<file path="config.mk">
export PLATFORM = sky130hd
export DESIGN_NAME = rps_sequencer
export DESIGN_NICKNAME = d
export VERILOG_FILES = /design/src/hw/rps_pkg.sv /design/src/hw/rps_pin_if.sv /design/src/hw/rps_sequencer.sv /design/src/hw/rps_pin_sync.sv
export SDC_FILE = /design/constraint.sdc
export NUM_CORES = 1
export LEC_CHECK = 0
export ABC_AREA = 1
export BUFFER_PORTS_ARGS = -buffer_cell sky130_fd_sc_hd__buf_2
export CAP_MARGIN = 20
export CORE_MARGIN = 1
export CORE_UTILIZATION = 45
export CTS_CLUSTER_SIZE = 12
export DETAILED_ROUTE_END_ITERATION = 7
export PLACE_DENSITY = 0.76
export SYNTH_ARGS = -nofsm -noshare
export SYNTH_HDL_FRONTEND = slang
export SYNTH_SLANG_ARGS = --single-unit
</file>
<file path="constraint.sdc">
create_clock -name clock -period 5.5 [get_ports clock]
set_clock_uncertainty 0.2 [all_clocks]
set_input_delay 0.55 -clock clock [delete_from_list [all_inputs] [get_ports clock]]
set_output_delay 0.55 -clock clock [all_outputs]
set_load 0.01 [all_outputs]
</file>
<file path="src/hw/rps_pkg.sv">
// package: constants, pin map, register map and states of the reset/power sequencer
`default_nettype none
package rps_pkg;
  // ----------------------------------------
  // clocks and times
  // ----------------------------------------
  localparam int CLK_HZ = 20000000;
  localparam int RTC_HZ = 32768;
  localparam int ACC_W = 25;
  localparam longint T_DEBOUNCE_US = 32000;
  localparam longint T_STANDBY_US = 350000;
  localparam longint T_PLL_US = 16000;
  // least times round up to whole rtc cycles
  localparam int DEBOUNCE_TICKS = int'((T_DEBOUNCE_US * RTC_HZ + 64'd999999) / 64'd1000000);
  localparam int STANDBY_TICKS = int'((T_STANDBY_US * RTC_HZ + 64'd999999) / 64'd1000000);
  localparam int PLL_TICKS = int'((T_PLL_US * RTC_HZ + 64'd999999) / 64'd1000000);
  localparam int CNT_W = 14;
  localparam int RTC_CNT_W = 16;
  // ----------------------------------------
  // pin map of the synchroniser vector
  // ----------------------------------------
  localparam int PIN_W = 10;
  localparam int PIN_RTC_RST = 0;
  localparam int PIN_BUTTON = 1;
  localparam int PIN_DCD = 2;
  localparam int PIN_GPIO = 3;
  localparam int PIN_BATT = 4;
  localparam int PIN_STRAP = 5;
  localparam int STRAP_W = 5;
  localparam logic [PIN_W-1:0] PIN_RESET = 10'h00C;
  // ----------------------------------------
  // register map (byte addresses)
  // ----------------------------------------
  localparam int ADDR_W = 4;
  localparam logic [ADDR_W-1:0] REG_CONTROL = 4'h0;
  localparam logic [ADDR_W-1:0] REG_STATUS = 4'h4;
  localparam logic [ADDR_W-1:0] REG_STRAPS = 4'h8;
  localparam int CTL_BUS_MASTER_ENABLE_BIT = 0;
  localparam int CTL_GPIO_POL = 1;
  localparam int CTL_W = 2;
  localparam logic [CTL_W-1:0] CTL_RESET = 2'h0;
  localparam int ST_WAKE = 0;
  localparam int ST_MAIN = 1;
  localparam int ST_SDRAM = 2;
  localparam int ST_PLL_ON = 3;
  localparam int ST_BUS_RST_N = 4;
  localparam int ST_BATT_FAIL = 5;
  localparam int ST_STATE_LSB = 8;
  localparam int ST_RTC_LSB = 16;
  // ----------------------------------------
  // sequencer states
  // ----------------------------------------
  typedef enum logic [3:0] {
    S_RTC_HOLD,
    S_STRAP,
    S_IDLE,
    S_DEBOUNCE,
    S_BATT,
    S_REFUSE,
    S_STANDBY,
    S_PLL,
    S_BUS_RESET,
    S_RUN
  } rps_state_t;
endpackage
`default_nettype wire

</file>
<file path="src/hw/rps_pin_if.sv">
// interface: raw pin levels in, filtered levels out
`default_nettype none
interface rps_pin_if;
  logic [rps_pkg::PIN_W-1:0] raw;
  logic [rps_pkg::PIN_W-1:0] clean;
  modport filt (input raw, output clean);
  modport seq (output raw, input clean);
endinterface
`default_nettype wire

</file>
<file path="src/hw/rps_sequencer.sv">
// module: power-up reset sequencer with avalon-mm control and status registers
//
// Summary of operation
// - sample five straps one rtc cycle after release
// - wake raises indicator, 32 ms stable, then check
// - wake gpio line is active low after reset
// - good check: main supply on, indicator off
// - 350 ms standby, then pll and clocks on
// - 16 ms pll stabilisation before next step
// - bus reset low until bus master bit set
// - core runs cold reset as bus master before that bit is set
// - rtc reset clears state and registers, except the sampled strap value
// - no self refresh during rtc reset
// - outputs defined from reset, before oscillator starts
// - sdram supply low from rtc reset onward
// - sdram supply rises with main supply
// - sdram supply then stays high
// - low battery: indicator drops one rtc later
`default_nettype none
module rps_sequencer #(
  parameter int DEBOUNCE_TICKS = rps_pkg::DEBOUNCE_TICKS, // wake stability time, rtc cycles
  parameter int STANDBY_TICKS = rps_pkg::STANDBY_TICKS,   // standby time, rtc cycles
  parameter int PLL_TICKS = rps_pkg::PLL_TICKS            // pll settle time, rtc cycles
) (
  input wire logic clock,                                 // 20 MHz system clock
  input wire logic reset,                                 // async reset, high
  input wire logic rtc_domain_reset_n,                    // rtc-domain reset pin, low active
  input wire logic wake_button,                           // power button, high active
  input wire logic carrier_detect_wake_n,                 // carrier-detect wake, low active
  input wire logic wake_gpio_line,                        // gpio wake, level set by control
  input wire logic battery_inhibit_in,                    // battery ok when high
  input wire logic data_bus_width_strap,                  // strap
  input wire logic compact_isa_enable_strap,              // strap
  input wire logic clock_select_strap_2,                  // strap
  input wire logic clock_select_strap_1,                  // strap
  input wire logic clock_select_strap_0,                  // strap
  input wire logic [rps_pkg::ADDR_W-1:0] avs_address,     // byte address
  input wire logic avs_read,                              // read request
  input wire logic avs_write,                             // write request
  input wire logic [31:0] avs_writedata,                  // write data
  input wire logic [3:0] avs_byteenable,                  // byte lanes
  output logic [31:0] avs_readdata,                       // read data
  output logic avs_waitrequest,                           // stall
  output logic wake_indicator,                            // wake seen, supplies may be readied
  output logic main_supply_enable,                        // main supply on
  output logic sdram_supply_enable,                       // sdram supply on
  output logic pll_enable,                                // pll running
  output logic clocks_enable,                             // internal clocks running
  output logic bus_reset_n,                               // system bus reset, low active
  output logic cpu_cold_reset,                            // core held in cold reset
  output logic cpu_bus_master,                            // core owns the system bus
  output logic cold_reset_start,                          // one-cycle pulse at core release
  output logic [rps_pkg::STRAP_W-1:0] strap_value         // sampled straps
);
  // ----------------------------------------
  // pin filtering
  // ----------------------------------------
  rps_pin_if pins ();

  assign pins.raw = {clock_select_strap_0, clock_select_strap_1, clock_select_strap_2,
                     compact_isa_enable_strap, data_bus_width_strap, battery_inhibit_in,
                     wake_gpio_line, carrier_detect_wake_n, wake_button, rtc_domain_reset_n};

  rps_pin_sync u_sync (
    .clock(clock),
    .reset(reset),
    .pins(pins)
  );

  wire rtc_run = pins.clean[rps_pkg::PIN_RTC_RST];
  wire batt_ok = pins.clean[rps_pkg::PIN_BATT];

  // ----------------------------------------
  // rtc cycle enable
  // ----------------------------------------
  // phase accumulator gives an exact 32.768 kHz average rate from 20 MHz
  logic [rps_pkg::ACC_W-1:0] acc;
  logic rtc_tick;
  logic [rps_pkg::RTC_CNT_W-1:0] rtc_count;
  wire [rps_pkg::ACC_W-1:0] acc_sum = acc + rps_pkg::ACC_W'(rps_pkg::RTC_HZ);
  wire acc_wrap = acc_sum >= rps_pkg::ACC_W'(rps_pkg::CLK_HZ);
  wire [rps_pkg::ACC_W-1:0] next_acc = acc_wrap ? acc_sum - rps_pkg::ACC_W'(rps_pkg::CLK_HZ) : acc_sum;

  always_ff @(posedge clock or posedge reset) begin
    if (reset) begin
      acc <= '0;
      rtc_tick <= 1'b0;
      rtc_count <= '0;
    end else if (!rtc_run) begin
      acc <= '0;
      rtc_tick <= 1'b0;
      rtc_count <= '0;
    end else begin
      acc <= next_acc;
      rtc_tick <= acc_wrap;
      rtc_count <= rtc_count + (acc_wrap ? 16'h0001 : 16'h0000);
    end
  end

  // ----------------------------------------
  // control register
  // ----------------------------------------
  logic [rps_pkg::CTL_W-1:0] control;
  wire bus_master_enable_bit = control[rps_pkg::CTL_BUS_MASTER_ENABLE_BIT];
  wire gpio_high = control[rps_pkg::CTL_GPIO_POL];

  // ----------------------------------------
  // wake sources
  // ----------------------------------------
  // gpio is low active unless software flips the polarity bit
  wire gpio_active = pins.clean[rps_pkg::PIN_GPIO] ^ ~gpio_high;
  wire [2:0] wake_vec = {gpio_active, ~pins.clean[rps_pkg::PIN_DCD], pins.clean[rps_pkg::PIN_BUTTON]};
  wire wake_any = |wake_vec;
  logic wake_prev;
  logic [2:0] wake_seen;
  // only a fresh activation starts a sequence, so a held button after a refusal does not loop
  wire wake_rise = wake_any & ~wake_prev;

  // ----------------------------------------
  // sequencer
  // ----------------------------------------
  rps_pkg::rps_state_t state;
  rps_pkg::rps_state_t next_state;
  logic [rps_pkg::CNT_W-1:0] cnt;
  logic batt_fail;

  wire deb_done = rtc_tick && cnt == rps_pkg::CNT_W'(DEBOUNCE_TICKS - 1);
  wire stby_done = rtc_tick && cnt == rps_pkg::CNT_W'(STANDBY_TICKS - 1);
  wire pll_done = rtc_tick && cnt == rps_pkg::CNT_W'(PLL_TICKS - 1);

  always_comb begin
    next_state = state;
    unique case (state)
      rps_pkg::S_RTC_HOLD: begin
        if (rtc_run) begin
          next_state = rps_pkg::S_STRAP;
        end
      end
      rps_pkg::S_STRAP: begin
        if (rtc_tick) begin
          next_state = rps_pkg::S_IDLE;
        end
      end
      rps_pkg::S_IDLE: begin
        if (wake_rise) begin
          next_state = rps_pkg::S_DEBOUNCE;
        end
      end
      rps_pkg::S_DEBOUNCE: begin
        if (wake_vec != wake_seen) begin
          next_state = rps_pkg::S_IDLE;
        end else if (deb_done) begin
          next_state = rps_pkg::S_BATT;
        end
      end
      rps_pkg::S_BATT: begin
        if (rtc_tick) begin
          next_state = batt_ok ? rps_pkg::S_STANDBY : rps_pkg::S_REFUSE;
        end
      end
      rps_pkg::S_REFUSE: begin
        if (rtc_tick) begin
          next_state = rps_pkg::S_IDLE;
        end
      end
      rps_pkg::S_STANDBY: begin
        if (stby_done) begin
          next_state = rps_pkg::S_PLL;
        end
      end
      rps_pkg::S_PLL: begin
        if (pll_done) begin
          next_state = rps_pkg::S_BUS_RESET;
        end
      end
      rps_pkg::S_BUS_RESET: begin
        if (bus_master_enable_bit) begin
          next_state = rps_pkg::S_RUN;
        end
      end
      rps_pkg::S_RUN: begin
        next_state = rps_pkg::S_RUN;
      end
    endcase
    // rtc reset overrides every state and forces rtc hold
    if (!rtc_run) begin
      next_state = rps_pkg::S_RTC_HOLD;
    end
  end

  wire change = next_state != state;
  wire next_wake = next_state inside {rps_pkg::S_DEBOUNCE, rps_pkg::S_BATT, rps_pkg::S_REFUSE};
  wire next_main = next_state inside {rps_pkg::S_STANDBY, rps_pkg::S_PLL, rps_pkg::S_BUS_RESET,
                                      rps_pkg::S_RUN};
  wire next_pll = next_state inside {rps_pkg::S_PLL, rps_pkg::S_BUS_RESET, rps_pkg::S_RUN};
  wire next_master = next_state inside {rps_pkg::S_BUS_RESET, rps_pkg::S_RUN};
  wire strap_load = state == rps_pkg::S_STRAP && rtc_tick;

  always_ff @(posedge clock or posedge reset) begin
    if (reset) begin
      state <= rps_pkg::S_RTC_HOLD;
      cnt <= '0;
      wake_prev <= 1'b1;
      wake_seen <= '0;
    end else begin
      state <= next_state;
      cnt <= change ? '0 : cnt + (rtc_tick ? 14'h0001 : 14'h0000);
      wake_prev <= wake_any;
      wake_seen <= (state == rps_pkg::S_IDLE) ? wake_vec : wake_seen;
    end
  end

  // ----------------------------------------
  // pin outputs
  // ----------------------------------------
  // every output has a defined level from reset, ahead of the oscillator
  always_ff @(posedge clock or posedge reset) begin
    if (reset) begin
      wake_indicator <= 1'b0;
      main_supply_enable <= 1'b0;
      pll_enable <= 1'b0;
      clocks_enable <= 1'b0;
      bus_reset_n <= 1'b0;
      cpu_cold_reset <= 1'b1;
      cpu_bus_master <= 1'b0;
      cold_reset_start <= 1'b0;
    end else begin
      wake_indicator <= next_wake;
      main_supply_enable <= next_main;
      pll_enable <= next_pll;
      clocks_enable <= next_pll;
      bus_reset_n <= next_state == rps_pkg::S_RUN;
      cpu_cold_reset <= !next_master;
      cpu_bus_master <= next_master;
      cold_reset_start <= change && next_state == rps_pkg::S_BUS_RESET;
    end
  end

  // no self-refresh request exists on this path: an rtc reset simply drops the dram supply
  always_ff @(posedge clock or posedge reset) begin
    if (reset) begin
      sdram_supply_enable <= 1'b0;
    end else if (!rtc_run) begin
      sdram_supply_enable <= 1'b0;
    end else if (next_main) begin
      sdram_supply_enable <= 1'b1;
    end
  end

  always_ff @(posedge clock or posedge reset) begin
    if (reset) begin
      strap_value <= '0;
      batt_fail <= 1'b0;
    end else begin
      if (strap_load) begin
        strap_value <= pins.clean[rps_pkg::PIN_STRAP +: rps_pkg::STRAP_W];
      end
      if (!rtc_run) begin
        batt_fail <= 1'b0;
      end else if (state == rps_pkg::S_BATT && rtc_tick) begin
        batt_fail <= !batt_ok;
      end
    end
  end

  // ----------------------------------------
  // avalon-mm slave
  // ----------------------------------------
  // one wait state: data is built in the first cycle, accepted in the second
  logic ack;
  wire req = avs_read | avs_write;
  wire sel_ctl = avs_address == rps_pkg::REG_CONTROL;
  wire sel_sts = avs_address == rps_pkg::REG_STATUS;
  wire sel_strap = avs_address == rps_pkg::REG_STRAPS;
  wire ctl_wr = avs_write && ack && sel_ctl && avs_byteenable[0];
  wire [31:0] sts_word = {rtc_count, 4'h0, state, 2'h0, batt_fail, bus_reset_n,
                          pll_enable, sdram_supply_enable, main_supply_enable, wake_indicator};
  wire [31:0] rd_mux = sel_ctl ? {30'h0, control} :
                       sel_sts ? sts_word :
                       sel_strap ? {27'h0, strap_value} : 32'h0;

  assign avs_waitrequest = req & ~ack;

  always_ff @(posedge clock or posedge reset) begin
    if (reset) begin
      ack <= 1'b0;
      avs_readdata <= '0;
    end else begin
      ack <= req & ~ack;
      avs_readdata <= (avs_read && !ack) ? rd_mux : avs_readdata;
    end
  end

  always_ff @(posedge clock or posedge reset) begin
    if (reset) begin
      control <= rps_pkg::CTL_RESET;
    end else if (!rtc_run) begin
      control <= rps_pkg::CTL_RESET;
    end else if (ctl_wr) begin
      control <= avs_writedata[rps_pkg::CTL_W-1:0];
    end
  end
endmodule
`default_nettype wire

</file>
<file path="src/hw/rps_pin_sync.sv">
// module: three-flop synchroniser for every pin the sequencer reads
`default_nettype none
module rps_pin_sync (
  input wire logic clock,   // system clock
  input wire logic reset,   // async reset, high
  rps_pin_if.filt pins      // raw pins in, clean levels out
);
  // ----------------------------------------
  // per-pin stages
  // ----------------------------------------
  genvar i;
  generate
    for (i = 0; i < rps_pkg::PIN_W; i = i + 1) begin : g_pin
      logic s1;
      logic s2;
      logic s3;
      logic held;
      // s1 feeds only s2; a change counts once s2 and s3 agree
      always_ff @(posedge clock or posedge reset) begin
        if (reset) begin
          s1 <= rps_pkg::PIN_RESET[i];
          s2 <= rps_pkg::PIN_RESET[i];
          s3 <= rps_pkg::PIN_RESET[i];
          held <= rps_pkg::PIN_RESET[i];
        end else begin
          s1 <= pins.raw[i];
          s2 <= s1;
          s3 <= s2;
          if (s2 == s3) begin
            held <= s3;
          end
        end
      end
      assign pins.clean[i] = held;
    end
  endgenerate
endmodule
`default_nettype wire

</file>
==> impl_metrics.ini <==
[run_status]
status = completed

[die]
ios = 101
fp.coreArea_mm2 = 0.0139
start_util_pct = 46.1
rows = 43
dieArea_mm2 = 0.0147
dieWidth_um = 121
dieHeight_um = 121

[worst_setup_path]
crit_type = flip-flop to flip-flop
endpoint_kind = flip-flop
crit_family = simple AND/OR/NAND/NOR gates
cp_data_required_time_ns = 5.59
worstPathArrival_ns = 4.00
max_stage_delay_ns = 0.47
r2r_slack_ns = 1.59
startpoint = acc[15]
r2r-end = rtc_count[12]
worstSetupStartpointType = flip-flop
timing.rr.start = acc[15]
critPathMaxFanout = 11
reg2reg_depth = 18
cp_cell_sequence = ha_1 -> xnor2_1 -> nand2_1 -> nor2_2 -> nand3_1 -> nand3_1 -> nand2_1 -> inv_2 -> ha_1 -> nand3_1 -> nor2_1 -> nand2_1 -> nor2_1 -> nand2_1 -> inv_1 -> nand4_1 -> o21ai_0 -> a21oi_1
crit_slowest_cell = dfrtp_1
cp_common_cell = nand2_1
path_buf_inv = 2

[logic_synthesis]
yosys.area.top_type = dfrtp_1
synthFlopType = dfrtp_1
ys_async_sr_fraction_pct = 100
syn_area_mm2 = 0.00639
yosys.cell_types.count = 38
syn-instance-count = 716
synth_top_cell_area_share_pct = 50.5
synth_edf_count = 0
avgSynthCellArea_um2 = 8.93
yosysSeqAreaShare_pct = 54.6
yosysWarnings = 0
synth_area_leaders = dfrtp_1 50%, nand2_1 9.9%, nand3_1 4.9%
synth-seq-cells = 139

[sta]
tightest_slew_ns = 1.03
fin_crit_sh_pct = 71.0
final_hold_viol_count = 0
slew_violations = 0
finalCriticalPeriod_ns = 3.91
tns_ns = 0
fmax_mhz = 256
slew_headroom_pct = 31.2
final-setup-viol-count = 0
rsz0062_at_grt = false

[run]
drv_cap = 0

[placement]
dp.final_hpwl_um = 8990
gp_congestion = 0.872
placed_cells = 939
io_buffers = 61

[power_and_ir_drop]
pwr_density_cell_mw_per_mm2 = 303
vdd_drop_max_v = 0.000208
p_leak_uw = 0.00369

[layout]
final_cell_mix = 168 x nand2_1, 129 x dfrtp_1, 74 x inv_1, 73 x nor2_1, 63 x nand3_1
stdcell_count = 971
layout_commonest_cell = nand2_1
area.growth.synth_to_final_pct = 14.8
drive_above_1_share_pct = 16.7
num_antenna_cells = 0
multi_input_area_mm2 = 0.00246
ff_latch_area_mm2 = 0.00349
fin_nets = 841
fillers = 1277

[grt]
grt_pass1_vias = 4475
grt_overflow = 0
track_usage_pct = 19.5
grt_antenna_before_repair = 0
grt_pass1_wl_um = 21900
grt_start_max_net_pins = 79

[worst_hold_path]
hold_end = u_sync.g_pin[2].s1
hold_path.class = input port to flip-flop
hold_depth = 1
hp-start = carrier_detect_wake_n

[cts]
clkTransAtPathRegs_ns = 0.05
ctsResizeCount = 0
cts_max_level = 4
cts_root_buf = clkbuf_16
cts_hold_buffers = 0
cts_buffers = 17
postCtsSetupRepairBufs = 0
cts.path.max_buffers = 2
clk_latency_ns = 0.42
cts_sinks = 139
cts_tree = built

[detailed_routing]
first_iter_violations = 323
dr_total_vias = 4805
wl_um = 13000
drt_first_pass_iters = 7
post_drt_via_cell_ratio = 4.95
drc = 0
antenna_left = 0
routedWlPerCell_um = 13.4
==> worst max-delay path by stage <==
stage                          endpoint  slack (ns)  cells past startpoint
final                     rtc_count[12]        1.59                     18
after global routing      rtc_count[12]        1.19                     19
after CTS                 rtc_count[12]        1.60                     18
after detailed placement  rtc_count[12]        1.63                     18
after global placement    rtc_count[12]        1.72                     19
after floorplan                 acc[10]        1.04                      1
==> metal layers <==
| layer | track usage, % | part of all wire, % |
|---|---|---|
| met4 | 8.64 | 2.1 |
| met3 | 5.31 | 5.2 |
| met2 | 29.9 | 47 |
| met1 | 25.8 | 46 |
| met5 | 0 | 0 |
==> cells in the mapped netlist, types with 2 or more instances <==
master	n
nor3_2	7
nand4_1	5
nor2_1	73
o31ai_1	13
a221oi_1	2
xor2_1	20
nand3_1	63
or2_2	2
nor2_4	3
nor3_1	23
ha_1	9
buf_6	3
maj3_1	10
buf_2	3
nor4_1	3
o21bai_1	3
inv_1	75
o21ai_0	18
buf_4	9
nand2_2	5
a21oi_1	21
inv_2	4
dfstp_2	10
buf_1	2
nor2_2	3
clkbuf_1	10
dfrtp_1	129
nand3_2	2
nand2_1	168
xnor2_1	10
==> stage by stage <==
step	area [um2]	power, uW	worst slack (ns)	util, %	hold slack, ns
3_5_place_dp	6820	1240	1.63	49.1	0.135
5_1_grt	7340	2310	1.19	52.9	0.0149
6_report	7340	2220	1.59	52.9	0.0335
4_1_cts	7340	2240	1.60	52.9	0.0196
3_3_place_gp	6820	1240	1.72	49.1	0.133
2_1_floorplan	6410	1200	1.04	-	0.131
==> worst register-to-register path, delay by kind of cell (launching register included) <==
kind / cells / cell delay (ns)
adders and majority gates: 2 / 0.44
buffers and inverters: 2 / 0.23
AOI/OAI and AO/OA: 2 / 0.24
xor gates and xnor gates: 1 / 0.42
and+or+nand+nor: 11 / 1.77
DFF: 1 / 0.47
==> registers in the layout (all words and copies together), names as in the netlist, 3 cells and up <==
register / cells
avs_readdata: 26
acc: 17
rtc_count: 16
cnt: 14
u_sync.g_pin.held: 10
u_sync.g_pin.s1: 10
u_sync.g_pin.s2: 10
u_sync.g_pin.s3: 10
strap_value: 5
state: 4
wake_seen: 3
==> power breakdown <==
part           internal [uW]  switching [uW]  total [uW]
Combinational           42.8             105         148
Sequential              1050            22.2        1070
Clock                    594             406        1000
Total                   1690             534        2220
==> cell families (layout without fill, tap and decap cells) <==
family	after synthesis	after routing	synth area share [%]
and+or+nand+nor	358	358	24.7
AOI/OAI and AO/OA	60	60	5.54
xor gates and xnor gates	31	31	4.36
adders and majority gates	19	19	3.33
DFF	139	139	54.6
muxes	1	1	0.176
other	1	6	0.0587
buffers and inverters	107	177	7.22
==> layout make-up <==
type / instances / share of cell area [%]
clock buffer: 24 / 6.43
clock inverter: 8 / 0.614
inverter: 80 / 4.16
multi-input combinational: 475 / 33.6
sequential: 139 / 47.6
tap: 180 / 3.07
timing repair buffer: 65 / 4.57
No activity file was read; power rests on OpenSTA's default activity.
